File: src/pkg/gdfc_pkg.sv
package gdfc_pkg;

	// ----------------------------------------
	// timing
	// ----------------------------------------
	localparam int CLK_MHZ = 25; // core clock rate
	localparam int CAL_TIME_US = 500; // longest calibration time
	localparam int CAL_CYCLES = CAL_TIME_US * CLK_MHZ; // cycles, exact product
	localparam int RETRY_TIME_MS = 4; // automatic retry period
	localparam int RETRY_CYCLES = RETRY_TIME_MS * 1000 * CLK_MHZ; // cycles
	localparam int OCP_DEG_NS = 4500; // overcurrent deglitch time
	localparam int OCP_DEG_CYCLES = (OCP_DEG_NS * CLK_MHZ + 999) / 1000; // rounded up
	localparam int CNT_W = 17; // width of the shared timers
	localparam int DEG_W = 8; // width of deglitch counters
	localparam int N_FET = 6; // monitored transistors

	// ----------------------------------------
	// overcurrent action encodings
	// ----------------------------------------
	localparam logic [1:0] OCP_LATCH = 2'h0; // latched shutdown
	localparam logic [1:0] OCP_RETRY = 2'h1; // automatic retry
	localparam logic [1:0] OCP_REPORT = 2'h2; // report only
	localparam logic [1:0] OCP_OFF = 2'h3; // disabled

	// ----------------------------------------
	// calibration sequencer states
	// ----------------------------------------
	typedef enum logic [1:0] {
		GDFC_CAL_WAIT = 2'b00, // waiting for reference to be valid
		GDFC_CAL_RUN = 2'b01, // inputs shorted, calibrating
		GDFC_CAL_IDLE = 2'b10 // normal sensing
	} gdfc_cal_t;

endpackage : gdfc_pkg

File: src/rtl/gdfc_deglitch.sv
`timescale 1ns/100ps
// flags a level only after it stays high for a number of cycles
module gdfc_deglitch
	import gdfc_pkg::*;
(
	// clock and reset
	input wire logic clk,
	input wire logic rst,
	// condition
	input wire logic raw,
	output logic qual
);

	logic [DEG_W-1:0] cnt_q; // high-time counter

	// count while high, restart on any low; a glitch never qualifies
	always_ff @(posedge clk) begin
		if (rst || !raw) begin
			cnt_q <= '0;
			qual <= 1'b0;
		end else if (cnt_q >= DEG_W'(OCP_DEG_CYCLES)) begin
			qual <= 1'b1;
		end else begin
			cnt_q <= cnt_q + DEG_W'(1);
		end
	end

endmodule : gdfc_deglitch

File: src/rtl/gdfc_top.sv
`timescale 1ns/100ps
module gdfc_top
	import gdfc_pkg::*;
(
	// clock and reset (reset also from enable reset pulse)
	input wire logic clk,
	input wire logic rst,
	// analog monitor levels (asynchronous)
	input wire logic supply_low_raw,
	input wire logic pump_low_raw,
	input wire logic vref_ok_raw,
	input wire logic gate_stuck_raw,
	input wire logic [N_FET-1:0] drain_over_raw,
	input wire logic [N_FET-1:0] fet_on,
	input wire logic cal_pin,
	// configuration bits
	input wire logic vref_div_bypass,
	input wire logic auto_offset_cal,
	input wire logic manual_cal,
	input wire logic pump_undervolt_disable,
	input wire logic gate_fault_disable,
	input wire logic [1:0] overcurrent_action_select,
	input wire logic fault_clear_bit,
	// gate and analog control
	output logic gates_hiz,
	output logic pump_enable,
	output logic logic_enable,
	output logic amp_unidir,
	output logic amp_inputs_shorted,
	output logic cal_busy,
	// fault output, open drain
	output logic fault_out_low_o,
	output logic fault_out_low_oe,
	// status flags
	output logic fault_flag,
	output logic supply_undervolt_flag,
	output logic pump_undervolt_flag,
	output logic drain_overcurrent,
	output logic [N_FET-1:0] fet_overcurrent,
	output logic gate_drive_fault
);

	// ----------------------------------------
	// input synchronisers
	// ----------------------------------------
	localparam int N_SYNC = 5 + N_FET;
	logic [N_SYNC-1:0] sync1_q; // first stage, read only by stage two
	logic [N_SYNC-1:0] sync2_q; // safe to use
	logic uv_s, cp_s, vref_s, gs_s, calp_s;
	logic [N_FET-1:0] ds_s;

	// two stages for every monitor level except fet_on
	always_ff @(posedge clk) begin
		if (rst) begin
			sync1_q <= '0;
			sync2_q <= '0;
		end else begin
			sync1_q <= {drain_over_raw, cal_pin, gate_stuck_raw, vref_ok_raw, pump_low_raw, supply_low_raw};
			sync2_q <= sync1_q;
		end
	end
	assign {ds_s, calp_s, gs_s, vref_s, cp_s, uv_s} = sync2_q;

	// ----------------------------------------
	// overcurrent deglitch, per transistor
	// ----------------------------------------
	logic [N_FET-1:0] ds_qual;
	genvar gi;
	generate
		for (gi = 0; gi < N_FET; gi++) begin : g_deg
			// only a conducting transistor can trip
			gdfc_deglitch u_deg (
				.clk(clk),
				.rst(rst),
				.raw(ds_s[gi] && fet_on[gi]),
				.qual(ds_qual[gi])
			);
		end
	endgenerate
	logic oc_now;
	assign oc_now = |ds_qual;

	// ----------------------------------------
	// calibration sequencer
	// ----------------------------------------
	gdfc_cal_t cal_q;
	logic [CNT_W-1:0] cal_cnt_q;
	logic auto_offset_cal_prev_q; // for edge detect on the request bit

	always_ff @(posedge clk) begin
		if (rst) begin
			auto_offset_cal_prev_q <= 1'b0;
		end else begin
			auto_offset_cal_prev_q <= auto_offset_cal;
		end
	end

	// reset covers power-up and enable pulse; start once reference is valid
	always_ff @(posedge clk) begin
		if (rst) begin
			cal_q <= GDFC_CAL_WAIT;
			cal_cnt_q <= '0;
		end else begin
			case (cal_q)
				GDFC_CAL_WAIT: begin
					cal_cnt_q <= '0;
					if (vref_s) begin
						cal_q <= GDFC_CAL_RUN;
					end
				end
				GDFC_CAL_RUN: begin
					// fixed length: the longest allowed time, so a write after it is safe
					if (cal_cnt_q == CNT_W'(CAL_CYCLES - 1)) begin
						cal_q <= GDFC_CAL_IDLE;
					end else begin
						cal_cnt_q <= cal_cnt_q + CNT_W'(1);
					end
				end
				GDFC_CAL_IDLE: begin
					cal_cnt_q <= '0;
					// a held bit does nothing; it must go low and high again
					if (auto_offset_cal && !auto_offset_cal_prev_q) begin
						cal_q <= GDFC_CAL_RUN;
					end
				end
				default: cal_q <= GDFC_CAL_WAIT;
			endcase
		end
	end

	assign cal_busy = (cal_q != GDFC_CAL_IDLE);
	assign amp_inputs_shorted = cal_busy || manual_cal || calp_s;
	assign amp_unidir = vref_div_bypass;

	// ----------------------------------------
	// undervoltage and gate fault flags
	// ----------------------------------------
	logic cp_act;
	logic gdf_act;
	assign cp_act = cp_s && !pump_undervolt_disable;
	assign gdf_act = gs_s && !gate_fault_disable;

	// sticky flags; a new event in the clear cycle wins
	always_ff @(posedge clk) begin
		if (rst) begin
			supply_undervolt_flag <= 1'b0;
			pump_undervolt_flag <= 1'b0;
			gate_drive_fault <= 1'b0;
		end else begin
			supply_undervolt_flag <= uv_s || (supply_undervolt_flag && !fault_clear_bit);
			pump_undervolt_flag <= cp_act || (pump_undervolt_flag && !fault_clear_bit);
			gate_drive_fault <= gdf_act || (gate_drive_fault && !fault_clear_bit);
		end
	end

	// ----------------------------------------
	// overcurrent handling by action mode
	// ----------------------------------------
	logic [CNT_W-1:0] retry_cnt_q; // retry period timer
	logic retry_run_q;
	logic oc_report;
	logic [N_FET-1:0] oc_set;
	logic oc_clear;
	assign oc_report = (overcurrent_action_select != OCP_OFF);
	assign oc_set = oc_report ? ds_qual : '0;
	// retry mode clears only at expiry; others by clear command once removed
	assign oc_clear = (overcurrent_action_select == OCP_RETRY)
		? (retry_run_q && retry_cnt_q == CNT_W'(RETRY_CYCLES - 1))
		: (fault_clear_bit && !oc_now);

	// per-transistor latched flags
	always_ff @(posedge clk) begin
		if (rst) begin
			fet_overcurrent <= '0;
		end else if (oc_clear) begin
			fet_overcurrent <= oc_set;
		end else begin
			fet_overcurrent <= fet_overcurrent | oc_set;
		end
	end
	assign drain_overcurrent = |fet_overcurrent;

	// retry timer runs from the event for one full period
	always_ff @(posedge clk) begin
		if (rst || overcurrent_action_select != OCP_RETRY) begin
			retry_run_q <= 1'b0;
			retry_cnt_q <= '0;
		end else if (!retry_run_q) begin
			retry_run_q <= oc_now;
			retry_cnt_q <= '0;
		end else if (retry_cnt_q == CNT_W'(RETRY_CYCLES - 1)) begin
			retry_run_q <= 1'b0;
			retry_cnt_q <= '0;
		end else begin
			retry_cnt_q <= retry_cnt_q + CNT_W'(1);
		end
	end

	// ----------------------------------------
	// outputs
	// ----------------------------------------
	logic oc_shut;
	assign oc_shut = drain_overcurrent && (overcurrent_action_select == OCP_LATCH
		|| overcurrent_action_select == OCP_RETRY);
	assign gates_hiz = uv_s || cp_act || oc_shut || gate_drive_fault;
	assign pump_enable = !uv_s;
	assign logic_enable = !uv_s;
	assign fault_flag = supply_undervolt_flag || pump_undervolt_flag
		|| drain_overcurrent || gate_drive_fault;
	// supply and pump flags stay, but the pin releases once the condition ends
	assign fault_out_low_oe = uv_s || cp_act
		|| drain_overcurrent || gate_drive_fault;
	assign fault_out_low_o = 1'b0; // open drain: only ever pulls low

	// ----------------------------------------
	// checks
	// ----------------------------------------
	a_uv_tristate: assert property (@(posedge clk) disable iff (rst) uv_s |-> gates_hiz && !pump_enable && fault_out_low_oe)
		else $error("undervoltage did not shut down");
	a_uv_flag_held: assert property (@(posedge clk) disable iff (rst)
		supply_undervolt_flag && !fault_clear_bit |=> supply_undervolt_flag)
		else $error("supply flag lost without clear");
	a_cp_disable: assert property (@(posedge clk) disable iff (rst)
		pump_undervolt_disable && !pump_undervolt_flag |=> !pump_undervolt_flag)
		else $error("pump flag set while disabled");
	a_cp_report: assert property (@(posedge clk) disable iff (rst) cp_act |-> gates_hiz && fault_out_low_oe)
		else $error("pump undervoltage not acted on");
	a_oc_off_mode: assert property (@(posedge clk) disable iff (rst)
		overcurrent_action_select == OCP_OFF && fet_overcurrent == '0 |=> fet_overcurrent == '0)
		else $error("overcurrent flagged in disabled mode");
	a_oc_report_gate: assert property (@(posedge clk) disable iff (rst)
		overcurrent_action_select == OCP_REPORT && !uv_s && !cp_act && !gate_drive_fault |-> !gates_hiz)
		else $error("report mode tristated gates");
	a_oc_latch_hold: assert property (@(posedge clk) disable iff (rst)
		overcurrent_action_select == OCP_LATCH && $past(overcurrent_action_select) == OCP_LATCH
		&& $past(drain_overcurrent) && !$past(fault_clear_bit) |-> drain_overcurrent && gates_hiz)
		else $error("latched shutdown released early");
	a_gdf_latch: assert property (@(posedge clk) disable iff (rst)
		gdf_act |=> gate_drive_fault && gates_hiz)
		else $error("gate fault not latched");
	a_auto_offset_cal_edge: assert property (@(posedge clk) disable iff (rst)
		cal_q == GDFC_CAL_IDLE && !(auto_offset_cal && !auto_offset_cal_prev_q) |=> cal_q == GDFC_CAL_IDLE)
		else $error("calibration without rising request");
	a_cal_short: assert property (@(posedge clk) disable iff (rst) cal_q == GDFC_CAL_RUN |-> amp_inputs_shorted)
		else $error("inputs open during calibration");

endmodule : gdfc_top

File: config.mk
export PLATFORM = sky130hd
export DESIGN_NAME = gdfc_top
export DESIGN_NICKNAME = d
export VERILOG_FILES = /design/src/pkg/gdfc_pkg.sv /design/src/rtl/gdfc_deglitch.sv /design/src/rtl/gdfc_top.sv
export SDC_FILE = /design/constraint.sdc
export NUM_CORES = 1
export LEC_CHECK = 0
export BUFFER_PORTS_ARGS = -buffer_cell sky130_fd_sc_hd__buf_2
export CAP_MARGIN = 30
export CELL_PAD_IN_SITES_DETAIL_PLACEMENT = 1
export CELL_PAD_IN_SITES_GLOBAL_PLACEMENT = 2
export CORE_MARGIN = 2
export CORE_UTILIZATION = 40
export CTS_CLUSTER_SIZE = 12
export DETAILED_ROUTE_END_ITERATION = 6
export PLACE_DENSITY_LB_ADDON = 0.1
export SYNTH_ARGS = -nofsm -noshare
export SYNTH_HDL_FRONTEND = slang
export SYNTH_SLANG_ARGS = --single-unit
File: constraint.sdc
create_clock -name clk -period 4 [get_ports clk]
set_input_delay 0.4 -clock clk [delete_from_list [all_inputs] [get_ports clk]]
set_output_delay 0.4 -clock clk [all_outputs]
set_load 0.01 [all_outputs]
==> run summary, run 1 <==
Run status: completed
WS Path Type: flip-flop to output port
PnR worst setup slack: 1.69 ns
Min cycle time layout: 2.31 ns
Hold Vio Cnt, Final: 0
Resized cells post-CTS: 0
TritonCTS Buffers: 17
Row Count: 41
Setup TNS: 0 ns
Pwr/cell area: 456 mW/mm^2
Synthesized cell area: 0.00524 sq mm
Root Driver: clkbuf_16
Gate power share: 0.022
Wire per inst: 14.4 um
Int Pwr: 2.26 mW
Area post-placement: 0.00560 sq mm
Port bufs: 42
Critical path, cell by cell: nor4_1 > nand2_1 > or4_1 > buf_2
Final core occ: 0.485
RePlAce Congestion: 0.798
Slew of the pin with the lowest slew margin: 0.680 ns
TritonCTS clock tree: yes
Met2 wire len: 5390 um
MaxCap Viol Count: 0
Synth Flop Type: dfxtp_1
Final ANT Viol Nets: 0
RSZ-0062 raised after global routing: false
Sequential Power Share: 0.443
Part of the Yosys area used for sequential elements: 0.470
Clock Latency Late Sink: 0.41 ns
Clk pwr share: 0.535
Initial DRC Count: 158
Min-delay src: cal_pin
Die W: 118 um
Worst EP required: 3.60 ns
Maximum vdd drop: 340 uV
Clock sink count: 123
Largest net degree at the start of global routing: 22
Synth async-reset ratio: 0
Hpwl dp: 8180 um
Met1 WL: 5530 um
Hold_ws: 0.202 ns
Sw power: 0.555 mW
Final period utilization: 0.577
Synth Area per Inst: 9.30 sq um
Pins Over Slew Limit: 0
Post-route DRC violation count: 0
First-pass GRT wire length: 19700 um
Synthesized flop and latch total: 123
Storage element area: 0.00246 sq mm
Syn Inst Count: 563
Layout cells sized above 1: 0.136
HP Class: input port to flip-flop
Reg clk slew, reported paths: 0.05 ns
Final Skew: 0.00523 ns
Pwr Total: 2.81 mW
Vias in the first global route: 4104
CTS hold repair buffers: 0
Achievable clock frequency: 0.433 GHz
Area delta synth->final: 18.0%
Final instance area: 0.00618 sq mm
Post-synth cell types: 52
Final #Nets: 659
I/O pin count: 46
Multi-input logic area: 0.00257 sq mm
DR WL met3: 375 um
Routed WL: 11500 um
Routed via count: 4046
Final cell count without fillers: 797
N_diodes: 0
Post-synth EDFFs: 0
CP startpoint: fet_overcurrent[2]
Slowest CP cell: or4_1
CP peak stage delay: 0.43 ns
Sw Ratio: 0.197
Net Count, Synth: 610
H-tree Lvls: 4
Pre-CTS setup slack: 1.89 ns
Yosys warnings: 0
Die H: 118 um
Worst setup EP type: output port
Starting Density: 0.411
Launching point of the worst reg2reg path: retry_cnt_q[0]
Filler cells: 1501
Clock Path Buffers: 2
Top Layer Used: met4
Peak fanout along the critical path: 3
Post-CTS Setup Inserts: 0
LEAKAGE: 2.19 nW
Die area: 0.0140 sq mm
Global route overflow: 0
Critical Path Source Type: flip-flop
# setup viols final: 0
Crit path DAT: 1.91 ns
Relative slew slack: 0.547
Initial antenna violation count: 0
Via/cell ratio: 5.08
All-layer global routing usage: 0.174
Cell total after placement: 765
Core ar.: 0.0127 sq mm
DR pass1 iterations: 4
-- per-layer routing --
layer	vias up	GRT usage
li1	2037	-
met1	1948	0.219
met2	47	0.280
met3	14	0.0526
met4	0	0.0640
met5	-	0
-- cells in the final DEF (no fill, tap or decap), types with 20 or more instances in the layout --
cell,count
dfxtp_1,123
nor2_1,88
buf_2,42
inv_1,35
nor2b_1,33
xnor2_1,29
xor2_1,22
nand2_1,21
nand4_1,20
ha_1,20
-- power groups by stage --
stage | registers [mW] | logic (mW) | clock network [mW]
floorplan | 1.27 | 0.0368 | 0
global placement | 1.27 | 0.0611 | 0
detailed placement | 1.27 | 0.0622 | 0
CTS | 1.25 | 0.0627 | 1.55
global route | 1.25 | 0.0681 | 1.61
finish | 1.25 | 0.0612 | 1.51
-- kinds of logic after synthesis --
logic type / share of synthesized area
AOI/OAI and AO/OA: 0.0774
other: 0.000716
and+or+nand+nor: 0.268
xor gates and xnor gates: 0.0853
DFF: 0.470
muxes: 0.0115
buffers and inverters: 0.0387
adders and majority gates: 0.0478
-- cell usage after synthesis, types with 5 or more instances --
master      n  area [sq um]
nor2b_1    33           206
nor4b_1     7          61.3
nor4_1      9          56.3
nand4_1    20           125
clkbuf_1    8          30.0
nor3_1     12          60.1
nand3_1    17          85.1
mux2i_1     6          60.1
dfxtp_1   123          2460
a21oi_1    17          85.1
nand3b_1   10          75.1
inv_1      35           131
xor2_1     22           193
o21ai_0     8          40.0
nor2_1     88           330
a22o_1      6          52.6
xnor2_1    29           254
nand2_1    21          78.8
or3_1       5          31.3
and3_1      9          56.3
ha_1       20           250
-- path summary, 6_finish.rpt --
check / endpoint / slack, ns / depth (start not counted)
max: fault_flag / 1.69 / 4
min reg2reg: sync2_q[8] / 0.44 / 1
min: sync1_q[4] / 0.20 / 2
max reg2reg: retry_cnt_q[3] / 1.94 / 5
-- critical path: cells and delay by family, from the launching register on --
family / cells / cell delay [ns]
AND/OR/NAND/NOR: 3 / 1.01
flip-flops: 1 / 0.32
buffers and inverters: 1 / 0.15
-- registers in the layout (all words and copies together) (netlist names) --
name / cells
fet_overcurrent: 6
pump_undervolt_flag: 1
retry_run_q: 1
g_deg.u_deg.cnt_q: 48
sync1_q: 11
sync2_q: 11
retry_cnt_q: 17
gate_drive_fault: 1
g_deg.u_deg.qual: 6
supply_undervolt_flag: 1
auto_offset_cal_prev_q: 1
cal_cnt_q: 17
cal_q: 2
-- area by class of cell --
class | count | share of cell area
timing repair buffer | 43 | 0.0353
clock inverter | 8 | 0.0190
sequential | 123 | 0.399
clock buffer | 24 | 0.0748
multi-input combinational | 392 | 0.416
inverter | 35 | 0.0213
tap | 172 | 0.0348
(Power assumes the default switching activity.)
==> run 2: changes to the inputs <==
CORE_UTILIZATION = 37   (was 40)
clock period = 2.3 ns   (was 4 ns; I/O delays follow)
==> run 2 against run 1 <==
  * Power grew 79%
  * Final cell count grew 1.6%
  * Global-route usage grew 0.56 points
  * Clock power grew 83%
  * Hold slack lost 0.18 ns
  * Die area grew 7.8%
  * Critical path depth is the same
  * Sequential share of layout area shrank 0.61 points
==> run summary, run 2 (same netlist as run 1, synthesis figures left out) <==
Run status: completed
I/O pin count: 46 (unchanged)
TritonCTS clock tree: yes
Die area: 0.0151 sq mm (+7.8%)
Die W: 123 um (+3.8%)
Post-CTS Setup Inserts: 0 (unchanged)
Hold Vio Cnt, Final: 0 (unchanged)
Hpwl dp: 9010 um (+10%)
CP startpoint: fet_overcurrent[2]
Min-Delay Path Depth: 2 (unchanged)
Crit path DAT: 1.83 ns (-0.08 ns)
LEAKAGE: 2.23 nW (+1.8%)
Final ANT Viol Nets: 0 (unchanged)
Min-delay src: cal_pin
Resized cells post-CTS: 0 (unchanged)
MaxCap Viol Count: 0 (unchanged)
Global route overflow: 0 (unchanged)
All-layer global routing usage: 0.180 (+0.00564)
Pwr/cell area: 804 mW/mm^2 (+77%)
Commonest non-fill, non-tap cells in the layout: dfxtp_1 (123), nor2_1 (88), buf_2 (42), inv_1 (35), nor2b_1 (33)
Initial antenna violation count: 0 (unchanged)
Largest net degree at the start of global routing: 28 (+27%)
TritonCTS Buffers: 17 (unchanged)
Worst EP required: 2.07 ns (-1.53 ns)
Final core occ: 0.454 (-0.0318)
Clock sink count: 123 (unchanged)
CTS hold repair buffers: 0 (unchanged)
Final Skew: 0.00784 ns (+0.00261 ns)
First-pass GRT wire length: 21300 um (+7.8%)
Post-route DRC violation count: 0 (unchanged)
Sw Ratio: 0.202 (+0.00470)
WS Path Type: flip-flop to output port
Port bufs: 42 (unchanged)
Sequential Power Share: 0.430 (-0.013)
Min cycle time layout: 2.06 ns
Starting Density: 0.379 (-0.0329)
Reg clk slew, reported paths: 0.06 ns (about the same)
Worst R2R End: g_deg[0].u_deg.cnt_q[1]
Commonest non-fill, non-tap cell in the layout: dfxtp_1
Clock Path Buffers: 2 (unchanged)
Largest register FFs: 48 (unchanged)
Initial DRC Count: 147 (-7.0%)
Sw power: 1.02 mW (+84%)
Peak fanout along the critical path: 3 (unchanged)
Top reg by flops: g_deg.u_deg.cnt_q
Vias in the first global route: 4266 (+3.9%)
Slew of the pin with the lowest slew margin: 0.582 ns (-0.0981 ns)
Int Pwr: 4.03 mW (+78%)
N_diodes: 0 (unchanged)
Root Driver: clkbuf_16
Routed via count: 4092 (+1.1%)
# setup viols final: 0 (unchanged)
Clock Latency Late Sink: 0.41 ns (about the same)
Final period utilization: 0.894
Launching point of the worst reg2reg path: g_deg[0].u_deg.cnt_q[1]
Layout cells sized above 1: 0.154 (+0.0180)
Clk pwr share: 0.549 (+0.014)
H-tree Lvls: 4 (unchanged)
Relative slew slack: 0.607 (+0.0603)
Final #Nets: 665 (+0.91%)
Core ar.: 0.0138 sq mm (+8.7%)
Hold_ws: 0.0211 ns (-0.181 ns)
Filler cells: 1589 (+5.9%)
RSZ-0062 raised after global routing: false
DR pass1 iterations: 4 (unchanged)
R2R setup slack: 0.28 ns (-1.66 ns)
Row Count: 43 (+4.9%)
Pins Over Slew Limit: 0 (unchanged)
RePlAce Congestion: 0.768 (-3.8%)
Worst setup EP type: output port
Setup TNS: 0 ns (unchanged)
Area post-placement: 0.00565 sq mm (+0.98%)
Biggest regs: g_deg.u_deg.cnt_q (48), cal_cnt_q (17), retry_cnt_q (17)
Wire per inst: 15.0 um (+4.3%)
HP Class: input port to flip-flop
Pwr Total: 5.05 mW (+79%)
Routed WL: 12100 um (+6.0%)
Hold Path Sink: sync1_q[4]
Die H: 123 um (+3.8%)
Achievable clock frequency: 0.486 GHz
Area delta synth->final: 19.8%
Reg2Reg Depth: 6 (+1)
Critical Path Source Type: flip-flop
Via/cell ratio: 5.05 (-0.49%)
Maximum vdd drop: 561 uV (+65%)
Final instance area: 0.00627 sq mm (+1.6%)
Gate power share: 0.022 (about the same)
==> run 2: changes by cell type in the layout (fill, tap and decap cells not counted), sizes merged <==
cell | before | now
clkbuf | 24 | 18
buf | 43 | 49
clkinv | 4 | 5
bufinv | 3 | 4
clkinvlp | 1 | 4
==> run 2: worst max-delay path, stage by stage, from the launching register on <==
cell	delay, ns
dfxtp_1	0.34
nor4_2	0.32
nand2_1	0.15
or4_1	0.44
buf_2	0.16
==> run 2: how the worst max path moves through the flow <==
stage / to / slack, ns / depth (start not counted)
2_1_floorplan: g_deg[0].u_deg.cnt_q[1] / 0.46 / 6
3_3_place_gp: g_deg[0].u_deg.cnt_q[1] / 0.39 / 6
3_5_place_dp: g_deg[0].u_deg.cnt_q[1] / 0.27 / 6
4_1_cts: fault_flag / 0.08 / 4
5_1_grt: fault_flag / 0.1 / 4
6_report: fault_flag / 0.24 / 4
==> run 2: area by class of cell <==
| class | count | area, sq um | share of cell area |
|---|---|---|---|
| Multi-Input combinational cell | 392 | 2580 | 0.411 |
| Sequential cell | 123 | 2460 | 0.393 |
| Timing Repair Buffer | 49 | 263 | 0.0419 |
| Clock inverter | 13 | 175 | 0.0279 |
| Inverter | 35 | 131 | 0.0209 |
| Tap cell | 180 | 225 | 0.0359 |
| Clock buffer | 18 | 439 | 0.0700 |
==> run 2: through the flow <==
stage / setup WS [ns] / std cells
final: 0.244 / 810
after global routing: 0.0963 / 810
after CTS: 0.0763 / 810
after detailed placement: 0.275 / 779
after global placement: 0.393 / 779
after floorplan: 0.461 / 563
==> run 2: power by group through the flow <==
stage	sequential, mW	clock, mW	combinational, mW
2_1_floorplan	2.21	0	0.0639
3_3_place_gp	2.21	0	0.108
3_5_place_dp	2.21	0	0.111
4_1_cts	2.17	2.84	0.112
5_1_grt	2.17	2.95	0.123
6_report	2.17	2.77	0.109
==> run 2: metal layers <==
metal  routed length, um  GRT usage  vias up  share of wire
met2                5650      0.286       47           0.46
met1                5960      0.235     1977           0.49
li1                    -          -     2050              -
met4                 191     0.0668        0          0.016
met3                 344     0.0438       18          0.028
met5                   0          0        -              0
==> run 3: changes to the inputs <==
ABC_AREA = 1   (was not set)
clock period = 2.6 ns   (was 2.3 ns; I/O delays follow)
==> run 3 against run 2 <==
  * Sequential power decreased by 12%
  * Clock skew rose by 0.0033 ns
  * Die area rose by 9.0%
  * Worst setup slack better by 0.57 ns
  * First-iteration DRC count is 39% higher
  * Highest routed layer unchanged
==> run summary, run 3 <==
Maximum vdd drop: 453 uV (-19%)
MaxCap Viol Count: 0 (unchanged)
Largest cells by area after synthesis: dfxtp_1 (43%), nand2_1 (11%), inv_1 (8.3%)
Hpwl dp: 10500 um (+17%)
Worst EP required: 2.86 ns (+0.79 ns)
Synth Area per Inst: 7.12 sq um (-23%)
HP Class: input port to flip-flop
Top reg by flops: g_deg.u_deg.cnt_q
Biggest regs: g_deg.u_deg.cnt_q (48), cal_cnt_q (17), retry_cnt_q (17)
Critical Path Source Type: flip-flop
Synthesized flop and latch total: 123 (unchanged)
Filler cells: 1963 (+24%)
Die area: 0.0165 sq mm (+9.0%)
CTS hold repair buffers: 0 (unchanged)
Port bufs: 42 (unchanged)
Post-synth EDFFs: 0 (unchanged)
Final ANT Viol Nets: 0 (unchanged)
Final period utilization: 0.688
Synth Flop Type: dfxtp_1
Sw Ratio: 0.220 (+0.0176)
First-pass GRT wire length: 24900 um (+17%)
Achievable clock frequency: 0.559 GHz
All-layer global routing usage: 0.189 (+0.00946)
Die H: 128 um (+4.4%)
Routed WL: 14200 um (+17%)
DR pass1 iterations: 4 (unchanged)
I/O pin count: 46 (unchanged)
Synthesized cell area: 0.00572 sq mm (+9.3%)
Via/cell ratio: 4.82 (-4.6%)
Pins Over Slew Limit: 0 (unchanged)
Sw power: 0.988 mW (-3.0%)
RSZ-0062 raised after global routing: false
N_diodes: 0 (unchanged)
Synth async-reset ratio: 0 (unchanged)
Global route overflow: 0 (unchanged)
Routed via count: 5072 (+24%)
Part of the Yosys area used for sequential elements: 0.430 (-0.0399)
Final core occ: 0.443 (-0.0111)
Worst setup EP type: flip-flop
TritonCTS clock tree: yes
Synth area leader: dfxtp_1
Sequential Power Share: 0.426 (-0.004)
Row Count: 45 (+4.7%)
Initial DRC Count: 204 (+39%)
Clock sink count: 123 (unchanged)
Syn Inst Count: 803 (+43%)
Wire per inst: 13.5 um (-9.8%)
Commonest non-fill, non-tap cell in the layout: nand2_1
Clock Latency Late Sink: 0.42 ns (about the same)
Vias in the first global route: 5153 (+21%)
WS Path Type: flip-flop to flip-flop
RePlAce Congestion: 0.775 (+1.0%)
Setup TNS: 0 ns (unchanged)
Layout cells sized above 1: 0.113 (-0.0405)
Peak fanout along the critical path: 15 (+12)
Initial antenna violation count: 0 (unchanged)
Clk pwr share: 0.546 (-0.003)
# setup viols final: 0 (unchanged)
Core ar.: 0.0151 sq mm (+9.5%)
Commonest non-fill, non-tap cells in the layout: nand2_1 (172), inv_1 (126), dfxtp_1 (123), nor2_1 (99), a21oi_1 (63)
Resized cells post-CTS: 0 (unchanged)
Largest net degree at the start of global routing: 45 (+61%)
Post-synth cell types: 32 (-38%)
Final #Nets: 898 (+35%)
R2R setup slack: 0.81 ns (+0.53 ns)
Root Driver: clkbuf_16
Pwr/cell area: 671 mW/mm^2 (-17%)
Share of the synthesized area in the top cell type: 0.430 (-0.0399)
Pwr Total: 4.50 mW (-11%)
Crit path DAT: 2.05 ns (+0.22 ns)
Final Skew: 0.0111 ns (+0.00326 ns)
LEAKAGE: 2.75 nW (+24%)
Starting Density: 0.378 (-0.000913)
Int Pwr: 3.51 mW (-13%)
Area delta synth->final: 17.2%
Post-route DRC violation count: 0 (unchanged)
Most frequent cell after synthesis: nand2_1
Reg clk slew, reported paths: 0.06 ns (about the same)
Gate power share: 0.028 (+0.006)
Yosys warnings: 0 (unchanged)
Min cycle time layout: 1.79 ns
Largest register FFs: 48 (unchanged)
Net Count, Synth: 850 (+39%)
Post-CTS Setup Inserts: 0 (unchanged)
Run status: completed
Hold Vio Cnt, Final: 0 (unchanged)
Die W: 128 um (+4.4%)
H-tree Lvls: 4 (unchanged)
Clock Path Buffers: 2 (unchanged)
TritonCTS Buffers: 17 (unchanged)
Synth top cells by count: nand2_1 (172), inv_1 (126), dfxtp_1 (123)
## run 3: metal layers
layer / wire (um) / vias up / part of all wire / global-route usage
met5: 0 / - / 0 / 0
met2: 6690 / 55 / 0.47 / 0.312
met1: 6990 / 2394 / 0.49 / 0.248
li1: - / 2610 / - / -
met4: 146 / 0 / 0.010 / 0.0504
met3: 394 / 13 / 0.028 / 0.0466
## run 3: worst paths after layout
path	start	endpoint	depth (start not counted)
worst max-delay path	retry_cnt_q[0]	retry_run_q	8
worst min-delay path	drain_over_raw[4]	sync1_q[9]	3
worst max register to register	retry_cnt_q[0]	retry_run_q	8
worst min register to register	sync1_q[6]	sync2_q[6]	2
## run 3: cells by family (layout without fill, tap and decap cells)
logic type                 count (synthesis)  count (layout)  synth area share
buffers and inverters                    146             207             0.103
and+or+nand+nor                          390             390             0.294
AOI/OAI and AO/OA                         94              94            0.0840
adders and majority gates                 20              20            0.0437
DFF                                      123             123             0.430
xor gates and xnor gates                  29              29            0.0444
other                                      1               1          0.000656
## run 3: area by class of cell
type                    instances  area (sq um)  area share
repair buffers                 44           225      0.0336
clock inverters                13           168      0.0250
multi-input cells             534          2670       0.398
flip-flops and latches        123          2460       0.367
inverters                     131           492      0.0734
well taps                     188           235      0.0351
clock buffers                  19           453      0.0676
## run 3: metrics by stage
| stage | cells | setup WS, ns | hold WS [ns] | instance area (sq um) |
|---|---|---|---|---|
| final | 1052 | 0.812 | 0.0498 | 6700 |
| after global routing | 1052 | 0.577 | 0.0396 | 6700 |
| after CTS | 1052 | 0.796 | 0.0384 | 6700 |
| after detailed placement | 1020 | 0.807 | 0.400 | 6080 |
| after global placement | 1020 | 0.865 | 0.391 | 6080 |
| after floorplan | 803 | 1.18 | 0.367 | 5720 |
## run 3: worst max-delay path, stage by stage (launching register included)
cell	delay [ns]
dfxtp_1	0.36
ha_1	0.20
nand3_1	0.13
inv_1	0.12
nand3_1	0.08
nor2_1	0.13
nor2_2	0.07
inv_1	0.36
o21ai_0	0.18
## run 3: power by group through the flow
stage          clock network (mW)  logic [mW]  registers [mW]
2_1_floorplan                   0      0.0794            1.96
3_3_place_gp                    0       0.123            1.96
3_5_place_dp                    0       0.126            1.96
4_1_cts                      2.52       0.126            1.92
5_1_grt                      2.61       0.143            1.92
6_report                     2.46       0.124            1.92
